[src/logic/emp_pkg.sv]
// Shared constants and types of the external memory port pin block
package emp_pkg;

	localparam int EXT_ADDR_W   = 20;
	localparam int BYTE_ADDR_W  = 23;
	localparam int DW_SHIFT     = 3;
	localparam int SPACES       = 4;
	localparam int REG_ADDR_W   = 8;
	localparam int REG_DATA_W   = 32;

	////////////////////////////////////////////////////////////////////////
	// Register offsets (byte addresses)
	localparam logic [7:0] REG_CTRL    = 8'h00;
	localparam logic [7:0] REG_STATUS  = 8'h04;
	localparam logic [7:0] REG_SPACE0  = 8'h10;
	localparam logic [7:0] REG_SPACE_STEP = 8'h04;

	// Control register fields
	localparam int CTRL_DIV_LSB   = 0;
	localparam int CTRL_GPO_BIT   = 4;
	localparam int CTRL_SREF_BIT  = 5;
	// Space secondary control fields
	localparam int SEC_TYPE_LSB   = 0;
	localparam int SEC_RSEL_BIT   = 2;
	// Status fields
	localparam int STAT_STRAP_LSB = 0;
	localparam int STAT_BUSY_BIT  = 4;
	localparam int STAT_RDY_BIT   = 5;

	////////////////////////////////////////////////////////////////////////
	// Clock strap codes, divider settings, space reset value and FIFO space number
	localparam logic [1:0] STRAP_EXT   = 2'h0;
	localparam logic [1:0] STRAP_CPU4  = 2'h1;
	localparam logic [1:0] STRAP_CPU6  = 2'h2;
	localparam logic [1:0] DIV_BY1     = 2'h0;
	localparam logic [1:0] DIV_BY2     = 2'h1;
	localparam logic [1:0] DIV_BY4     = 2'h2;
	localparam logic [1:0] CPU4_HALF   = 2'h2;
	localparam logic [1:0] CPU6_HALF   = 2'h3;
	localparam logic [2:0] SEC_RESET   = 3'h3;
	localparam logic [1:0] FIFO_SPACE  = 2'h3;

	typedef enum logic [1:0] {MEM_ASYNC, MEM_SDRAM, MEM_SYNC, MEM_NONE} emp_mem_type_t;

	typedef struct packed {
		logic                   start;
		logic                   write;
		logic [1:0]             space;
		logic [BYTE_ADDR_W-1:0] byte_addr;
	} emp_acc_req_t;

	typedef struct packed {
		logic read_column_strobe_n;
		logic output_row_strobe_n;
		logic write_strobe_n;
		logic fifo_space_output_strobe_n;
	} emp_strobes_t;

endpackage : emp_pkg

[src/logic/emp_clk_div.sv]
// Programmable divider for the divided output clock
`timescale 1ns/1ps
module emp_clk_div
	import emp_pkg::*;
(
	input  wire logic       clk,
	input  wire logic       reset_n,
	input  wire logic       port_level,
	input  wire logic       port_tick,
	input  wire logic [1:0] factor,
	output logic            div_clk
);
	logic half_cnt;
	logic div_state;

	////////////////////////////////////////////////////////////////////////
	// Toggle state on port clock rising edges, on every second one when factor is DIV_BY4
	always_ff @(posedge clk)
	begin
		if (!reset_n)
		begin
			half_cnt  <= 1'b0;
			div_state <= 1'b0;
		end
		else if (port_tick)
		begin
			if (factor == DIV_BY4)
			begin
				half_cnt <= ~half_cnt;
				if (half_cnt)
					div_state <= ~div_state;
			end
			else
			begin
				half_cnt  <= 1'b0;
				div_state <= ~div_state;
			end
		end
	end

	always_ff @(posedge clk)
	begin
		if (!reset_n)
			div_clk <= 1'b0;
		else if (factor == DIV_BY1)
			div_clk <= port_level;
		else
			div_clk <= div_state;
	end

endmodule : emp_clk_div

[src/logic/emp_pins.sv]
// External memory port clock selection and shared control pins
//
// Decided for this implementation: the strobed register port and the register addresses.
`timescale 1ns/1ps
module emp_pins
	import emp_pkg::*;
(
	input  wire logic                         clk,
	input  wire logic                         reset_n,
	input  wire logic [emp_pkg::REG_ADDR_W-1:0] reg_addr,
	input  wire logic [emp_pkg::REG_DATA_W-1:0] reg_wdata,
	input  wire logic                         reg_wr,
	input  wire logic                         reg_rd,
	output logic [emp_pkg::REG_DATA_W-1:0]    reg_rdata,
	input  wire logic                         port_in_clock_pin,
	input  wire logic [1:0]                   port_clock_strap_select,
	input  wire emp_pkg::emp_acc_req_t        acc_req,
	output logic                              acc_busy,
	output logic                              acc_done,
	input  wire logic                         async_ready_in,
	output logic                              full_rate_out_clock,
	output logic                              divided_out_clock,
	output logic [emp_pkg::EXT_ADDR_W-1:0]    ext_addr_bus,
	output logic [emp_pkg::SPACES-1:0]        space_select_n,
	output emp_pkg::emp_strobes_t             strobes,
	output logic                              sdram_clock_gate
);
	import emp_pkg::*;

	typedef enum logic [2:0] {ST_IDLE, ST_SETUP, ST_ROW, ST_STROBE, ST_HOLD} emp_state_t;

	logic [1:0]                strap;
	logic [1:0]                cnt4;
	logic [1:0]                cnt6;
	logic                      cpu4_clk;
	logic                      cpu6_clk;
	logic                      sel_level;
	logic                      port_level;
	logic                      port_level_d;
	logic                      port_tick;
	logic [1:0]                div_factor;
	logic                      gpo;
	logic                      self_refresh;
	logic [2:0]                space_cfg [SPACES];
	logic [SPACES-1:0]         space_is_sdram;
	emp_state_t                state;
	emp_state_t                next_state;
	emp_acc_req_t              cur;
	emp_mem_type_t             cur_type;
	logic                      cur_rsel;
	emp_strobes_t              next_strobes;

	////////////////////////////////////////////////////////////////////////
	// Clock strap capture while reset is held
	always_ff @(posedge clk)
	begin
		if (!reset_n)
			strap <= port_clock_strap_select;
	end

	// CPU/4 and CPU/6 clocks from the core clock
	always_ff @(posedge clk)
	begin
		if (!reset_n)
		begin
			cnt4     <= 2'h0;
			cpu4_clk <= 1'b0;
		end
		else if (cnt4 == CPU4_HALF - 2'h1)
		begin
			cnt4     <= 2'h0;
			cpu4_clk <= ~cpu4_clk;
		end
		else
			cnt4 <= cnt4 + 2'h1;
	end

	always_ff @(posedge clk)
	begin
		if (!reset_n)
		begin
			cnt6     <= 2'h0;
			cpu6_clk <= 1'b0;
		end
		else if (cnt6 == CPU6_HALF - 2'h1)
		begin
			cnt6     <= 2'h0;
			cpu6_clk <= ~cpu6_clk;
		end
		else
			cnt6 <= cnt6 + 2'h1;
	end

	always_comb
	begin
		case (strap)
			STRAP_CPU4: sel_level = cpu4_clk;
			STRAP_CPU6: sel_level = cpu6_clk;
			default:    sel_level = port_in_clock_pin;
		endcase
	end

	always_ff @(posedge clk)
	begin
		if (!reset_n)
		begin
			port_level   <= 1'b0;
			port_level_d <= 1'b0;
		end
		else
		begin
			port_level   <= sel_level;
			port_level_d <= port_level;
		end
	end

	assign port_tick = port_level & ~port_level_d;

	always_ff @(posedge clk)
	begin
		if (!reset_n)
			full_rate_out_clock <= 1'b0;
		else
			full_rate_out_clock <= port_level;
	end

	emp_clk_div u_div (
		.clk        (clk),
		.reset_n    (reset_n),
		.port_level (port_level),
		.port_tick  (port_tick),
		.factor     (div_factor),
		.div_clk    (divided_out_clock)
	);

	////////////////////////////////////////////////////////////////////////
	// Control register
	always_ff @(posedge clk)
	begin
		if (!reset_n)
		begin
			div_factor   <= DIV_BY1;
			gpo          <= 1'b1;
			self_refresh <= 1'b0;
		end
		else if (reg_wr && reg_addr == REG_CTRL)
		begin
			div_factor   <= reg_wdata[CTRL_DIV_LSB +: 2];
			gpo          <= reg_wdata[CTRL_GPO_BIT];
			self_refresh <= reg_wdata[CTRL_SREF_BIT];
		end
	end

	// Per-space secondary control registers
	generate
		for (genvar s = 0; s < SPACES; s++)
		begin : g_space
			localparam logic [7:0] OFS = REG_SPACE0 + 8'(s) * REG_SPACE_STEP;
			always_ff @(posedge clk)
			begin
				if (!reset_n)
					space_cfg[s] <= SEC_RESET;
				else if (reg_wr && reg_addr == OFS)
					space_cfg[s] <= reg_wdata[2:0];
			end
			assign space_is_sdram[s] = space_cfg[s][SEC_TYPE_LSB +: 2] == MEM_SDRAM;
			assign space_select_n[s] = !(state != ST_IDLE && cur.space == 2'(s));
		end
	endgenerate

	// Read data, one cycle after the strobe
	always_ff @(posedge clk)
	begin
		if (!reset_n)
			reg_rdata <= '0;
		else if (!reg_rd)
			reg_rdata <= '0;
		else if (reg_addr == REG_CTRL)
			reg_rdata <= {26'h0, self_refresh, gpo, 2'h0, div_factor};
		else if (reg_addr == REG_STATUS)
			reg_rdata <= {26'h0, async_ready_in, acc_busy, 2'h0, strap};
		else if (reg_addr >= REG_SPACE0 && reg_addr < REG_SPACE0 + 8'(SPACES) * REG_SPACE_STEP
			&& reg_addr[1:0] == 2'h0)
			reg_rdata <= {29'h0, space_cfg[reg_addr[3:2]]};
		else
			reg_rdata <= '0;
	end

	////////////////////////////////////////////////////////////////////////
	// Clock gate pin: self-refresh with SDRAM, else general output
	always_ff @(posedge clk)
	begin
		if (!reset_n)
			sdram_clock_gate <= 1'b1;
		else if (|space_is_sdram)
			sdram_clock_gate <= ~self_refresh;
		else
			sdram_clock_gate <= gpo;
	end

	////////////////////////////////////////////////////////////////////////
	// Access sequencer, paced by the port clock
	assign cur_type = emp_mem_type_t'(space_cfg[cur.space][SEC_TYPE_LSB +: 2]);
	assign cur_rsel = space_cfg[cur.space][SEC_RSEL_BIT];
	assign acc_busy = state != ST_IDLE;

	always_comb
	begin
		next_state = state;
		case (state)
			ST_IDLE:
				if (acc_req.start)
					next_state = ST_SETUP;
			ST_SETUP:
				if (port_tick)
					next_state = (cur_type == MEM_SDRAM) ? ST_ROW :
						(cur_type == MEM_NONE) ? ST_HOLD : ST_STROBE;
			ST_ROW:
				if (port_tick)
					next_state = ST_STROBE;
			ST_STROBE:
				if (port_tick && (cur_type != MEM_ASYNC || async_ready_in))
					next_state = ST_HOLD;
			ST_HOLD:
				if (port_tick)
					next_state = ST_IDLE;
			default:
				next_state = ST_IDLE;
		endcase
	end

	always_ff @(posedge clk)
	begin
		if (!reset_n)
			state <= ST_IDLE;
		else
			state <= next_state;
	end

	always_ff @(posedge clk)
	begin
		if (!reset_n)
			cur <= '0;
		else if (state == ST_IDLE && acc_req.start)
			cur <= acc_req;
	end

	always_ff @(posedge clk)
	begin
		if (!reset_n)
			acc_done <= 1'b0;
		else
			acc_done <= state == ST_HOLD && port_tick;
	end

	always_ff @(posedge clk)
	begin
		if (!reset_n)
			ext_addr_bus <= '0;
		else if (state == ST_IDLE && acc_req.start)
			ext_addr_bus <= acc_req.byte_addr[DW_SHIFT +: EXT_ADDR_W];
	end

	////////////////////////////////////////////////////////////////////////
	// Shared strobe decode by memory type (pins active low)
	always_comb
	begin
		next_strobes = '1;
		if (next_state == ST_ROW && cur_type == MEM_SDRAM)
			next_strobes.output_row_strobe_n = 1'b0;
		if (next_state == ST_STROBE)
		begin
			case (cur_type)
				MEM_ASYNC:
				begin
					next_strobes.read_column_strobe_n = cur.write;
					next_strobes.output_row_strobe_n  = cur.write;
					next_strobes.write_strobe_n       = ~cur.write;
				end
				MEM_SDRAM:
				begin
					next_strobes.read_column_strobe_n = 1'b0;
					next_strobes.write_strobe_n       = ~cur.write;
				end
				MEM_SYNC:
				begin
					// Address strobe for every access with SEC_RSEL_BIT clear, on reads only with it set; read enable only on reads
					next_strobes.read_column_strobe_n = cur_rsel & cur.write;
					next_strobes.output_row_strobe_n  = cur.write;
					next_strobes.write_strobe_n       = ~cur.write;
					next_strobes.fifo_space_output_strobe_n =
						cur.write | (cur.space != FIFO_SPACE);
				end
				default:
					next_strobes = '1;
			endcase
		end
	end

	always_ff @(posedge clk)
	begin
		if (!reset_n)
			strobes <= '1;
		else
			strobes <= next_strobes;
	end

endmodule : emp_pins

[config.mk]
export PLATFORM = sky130hd
export DESIGN_NAME = emp_pins
export DESIGN_NICKNAME = d
export VERILOG_FILES = /design/src/logic/emp_pkg.sv /design/src/logic/emp_clk_div.sv /design/src/logic/emp_pins.sv
export SDC_FILE = /design/constraint.sdc
export NUM_CORES = 1
export LEC_CHECK = 0
export BUFFER_PORTS_ARGS = -buffer_cell sky130_fd_sc_hd__buf_4
export CORE_ASPECT_RATIO = 0.9
export CORE_MARGIN = 10
export CORE_UTILIZATION = 30
export CTS_CLUSTER_DIAMETER = 60
export CTS_CLUSTER_SIZE = 8
export DETAILED_ROUTE_END_ITERATION = 7
export SETUP_SLACK_MARGIN = 0.15
export SYNTH_ARGS = -nofsm -noshare
export SYNTH_HDL_FRONTEND = slang
export SYNTH_SLANG_ARGS = --single-unit
[constraint.sdc]
create_clock -name clk -period 3.8 [get_ports clk]
set_clock_uncertainty 0.1 [all_clocks]
set_input_delay 0.38 -clock clk [delete_from_list [all_inputs] [get_ports clk]]
set_output_delay 0.38 -clock clk [all_outputs]
set_load 0.005 [all_outputs]
## Yosys cells after proc, flatten, opt, wreduce, memory -nomap -nowiden

Memories as Yosys holds them, arrays and structs flattened. A register that Yosys moved wholly into a read port is not among the register bits.
Cells that the tools add are included.

- Register bits: 81
- RAM bits: 12
- Input port bits: 75
- Output and inout bits: 65
- Memories kept: 1

Memory list:

| memory | depth | bits a word | rd ports | clocked after Yosys merged registers in | wr ports | line | text |
|---|---|---|---|---|---|---|---|
| space_cfg | 4 | 3 | 6 | 1 | 4 | emp_pins.sv:44 | `logic [2:0] space_cfg [SPACES];` |

- $add $sub $neg: 2
- $lt $le $gt $ge: 2
- Eq/ne operators: 28
- Muxes and demuxes: 42
- Bitwise operators: 17
- Reductions and logical operators: 40

Operators by type and width:

| operator | number |
|---|---|
| two-way mux 3 bit | 13 |
| == test 8 x 5 -> 1 bit, second input constant | 4 |
| two-way mux 1 bit | 21 |
| == test 2 x 1 -> 1 bit, second input constant | 8 |
| logical AND 1 bit | 15 |
| one-hot mux 3 bit (5 select lines) | 1 |
| == test 2 bit, second input constant | 7 |
| == test 3 x 2 -> 1 bit, second input constant | 4 |
| two-way mux 6 bit | 2 |
| NOT 1 bit | 10 |
| == test 8 x 3 -> 1 bit, second input constant | 1 |
| greater-or-equal comparator 8 x 5 -> 1 bit, second input constant | 1 |
| logical NOT 2 bit | 4 |
| logical NOT 8 bit | 1 |
| less-than comparator 8 x 6 -> 1 bit, second input constant | 1 |
| OR reduction 4 bit | 2 |
| AND reduction 2 bit | 3 |
| AND reduction 3 bit | 2 |
| OR reduction 2 bit | 3 |
| OR 1 bit | 5 |
| OR reduction 5 bit | 1 |
| adder 2 x 1 -> 2 bit, second input constant | 2 |
| logical NOT 1 bit | 4 |
| two-way mux 2 bit | 2 |
| 12 further kinds | 14 |

## Longest topological paths before layout

- Depth in word-level cells: 10
- Mapped depth: 7
- Depth with buffers taken out: 6

## Modules after synthesis

From an unflattened synthesis, not the netlist that was laid out.

- Cells, all modules: 347
- Area, all modules: 3173.0 um^2

By module, submodules not included:

| module | times used | cells each | area an instance (um^2) | sequential area each (um^2) |
|---|---|---|---|---|
| emp_pins | 1 | 332 | 3037.9 | 1441.4 |
| emp_clk_div | 1 | 15 | 135.1 | 60.1 |

## Least setup slack after synthesis

OpenSTA, ideal clock, no wires.

- Path type: input to register
- Start point: input reg_addr[0] (netlist bit)
- End point: memory space_cfg[2][0] (data pin)
- Library setup time: 0.259 ns
- Arrival: 1.980 ns
- Data required time: 3.441 ns
- Setup slack: 1.461 ns
- Stages: 5
- Cells stage by stage: or4_4 nor3b_4 nand3_2 or3b_1 or2_1

RTL lines:

| item | line | text |
|---|---|---|
| from (decl) | emp_pins.sv:10 | `input wire logic [emp_pkg::REG_ADDR_W-1:0] reg_addr,` |
| to (decl) | emp_pins.sv:44 |  |

==> flow_summary.toml <==
[synth]
synth_seq_cells = 68
synth_cell_types = 44
yosys_warnings = 0
avgSynthCellArea_um2 = 8.969
synth-seq-area-share = 0.4866
yosys.area_share.xor_xnor = 0.005677
synth-compound-area-share = 0.1160
synth.area.mux_share = 0.05353
synthesis.area_mm2 = 0.003085
synth_top_family_by_area = "simple AND/OR/NAND/NOR gates"
synthSimpleGateAreaFrac = 0.2194
synth-edff-count = 14
synth-async-reset-ratio = 0
ys.flop_type = "dfxtp_1"
yosys.area_share.adder = 0.01622
synth_cells = 344

[timing]
hold_viol_final = 0
maxSlewViolCount = 0
finalSetupViolations = 0
timing.final.crit_share = 0.6199
tns_ns = 0
worstMarginPinSlew_ns = 0.9680
finalWorstSetupSlack_ns = 1.444
max_slew_margin = 0.3487
rsz0062_at_grt = "false"
holdWs_ns = 0.1285
max_freq_ghz = 0.4245
period_needed_ns = 2.356

[clock_tree]
ctsResizeCount = 0
numCtsBuffers = 9
h-tree-depth = 3
cts_tree = "built"
post_cts_buffers = 0
clock-sinks = 68
cts_root_buffer = "clkbuf_16"
clk_pin_slew_worst_paths_ns = 0.05
clk_latency_ns = 0.32
holdBufCountCts = 0
cts_buffer_depth = 2

[drt]
drt_iter0_markers = 180
top_layer = "met4"
wl_met2_um = 3618
wl_um = 7833
num_vias = 2591
wl_per_cell_um = 14.11
remaining_drc_errors = 0
met1_length_um = 3479
drtAntennaViolNets = 0
dr.pass1.iters = 4
routed-wl-met3_um = 639
viasPerCell = 4.668

[die]
chipWidth_um = 126.9
rows = 35
start_util = 0.3037
die_height_um = 116.2
ios = 140
dieArea_mm2 = 0.01475
core_area_mm2 = 0.01016

[global_routing]
grt_pass1_wl_um = 12440
grt_antenna_before_repair = 0
grt_use_total = 0.1031
globalRoute.totalOverflow = 0
grt_max_degree = 25
grt_pass1_vias = 2467

[critical_path]
end_kind = "flop"
critPathTopFamily = "simple AND/OR/NAND/NOR gates"
path_cells = "nor3_1 -> and2_1 -> nand2_1 -> a21oi_1"
cp_data_required_time_ns = 3.93
arrival_ns = 2.48
startpoint_type = "flop"
max_stage_delay_ns = 0.75
critPathKind = "reg2reg"
worstPathMaxFanout = 23
reg2reg_slack_ns = 1.44
crit_slowest_cell = "and2_1"
r2r_start = "state[1]"
reg2reg_depth = 4
worst-path-buf-inv = 0

[placement]
place_congestion = 0.8384
portBuffers = 82
placedCellCount = 539
pre_cts_slack_ns = 1.205
dp_hpwl_um = 6171

[final_layout]
multi_input_area_mm2 = 0.001369
n_fill_cell = 1018
syn2layout_area_growth_pct = 30.13
seq_area_mm2 = 0.001501
layout_commonest_cell = "buf_4"
nets = 500
drive_gt1_frac = 0.2559
final_cell_mix = "83 x buf_4, 69 x nand2_1, 54 x dfxtp_1"
antenna_cells = 0
instances_no_fill = 555

[run]
maxCapViolCount = 0

[hold_path]
holdCritPathClass = "in2reg"
hold_depth = 1
holdPathEnd = "strap[0]"
holdCritStartpoint = "port_clock_strap_select[0]"

[power]
p_per_area_mw_per_mm2 = 469.7
p_leak_nw = 1.625
vdd.ir_drop.worst_mv = 0.2235

[status]
status = "finished, final reports clean"
-- cell families (layout without fill, tap and decap cells) --
family | Yosys count | count (layout)
multiplexers | 9 | 9
XOR/XNOR | 2 | 2
AND/OR/NAND/NOR | 141 | 141
other | 1 | 27
AO/OA/AOI/OAI | 63 | 63
flip-flops | 68 | 68
buffers and inverters | 56 | 112
adder cells (fa/ha/maj) | 4 | 4
-- worst max path at each step --
stage | start | end | slack, ns | cells past startpoint
floorplan | reg_addr[0] | space_cfg[2][0] | 1.46 | 5
global placement | reg_addr[0] | space_cfg[2][1] | 1.21 | 6
detailed placement | reg_addr[0] | space_cfg[2][1] | 1.21 | 6
CTS | state[1] | flop | 1.44 | 4
global route | state[1] | flop | 1.19 | 4
finish | state[1] | flop | 1.44 | 4
-- cell type report --
class	count	area share
Sequential cell	68	0.3739
Multi-Input combinational cell	246	0.3409
Timing Repair Buffer	83	0.1552
Clock buffer	10	0.06232
Tap cell	129	0.04020
Clock inverter	6	0.01527
Inverter	13	0.01215
-- through the flow --
stage | utilization | cell area, µm² | power (mW)
3_5_place_dp | 0.3645 | 3704 | 1.063
5_1_grt | 0.3952 | 4015 | 1.980
3_3_place_gp | 0.3645 | 3704 | 1.057
4_1_cts | 0.3952 | 4015 | 1.913
6_report | 0.3952 | 4015 | 1.886
2_1_floorplan | - | 3183 | 0.9767
-- worst register-to-register path, stage by stage (launching register included) --
cell,delay [ns]
dfxtp_1,0.40
nor3_1,0.63
and2_1,0.75
nand2_1,0.15
a21oi_1,0.24
-- synthesized netlist by cell type (4+ instances only) --
cell type	count	area, µm²
a21oi_1	38	190.2
a22oi_1	4	30.03
buf_4	27	202.7
clkbuf_1	13	48.80
dfxtp_1	54	1081
edfxtp_1	14	420.4
ha_1	4	50.05
inv_1	12	45.04
mux4_2	6	135.1
nand2_1	69	259.0
nand2b_1	6	37.54
nand3_1	10	50.05
nor2_1	17	63.81
nor3_1	7	35.03
nor4_1	4	25.02
o21ai_0	12	60.06
or3_1	8	50.05
-- metal layers --
layer,vias to the layer above,track usage
li1,1287,-
met1,1204,0.1262
met2,93,0.1589
met3,7,0.04537
met4,0,0.03412
met5,-,0
-- flip-flops by register name (all words and copies together) (netlist names), 2 cells and up, named ones only --
signal,cells
ext_addr_bus,20
space_cfg,12
reg_rdata,5
strobes,4
cur,3
state,3
cnt4,2
cnt6,2
div_factor,2
strap,2
-- power breakdown --
group | leakage (nW) | switching (mW) | internal, mW | total [mW]
clock | 0.153 | 0.295 | 0.544 | 0.839
combinational | 0.893 | 0.121 | 0.113 | 0.233
sequential | 0.579 | 0.0318 | 0.782 | 0.814
total | 1.63 | 0.447 | 1.44 | 1.89
No activity file was read; power rests on OpenSTA's default activity.
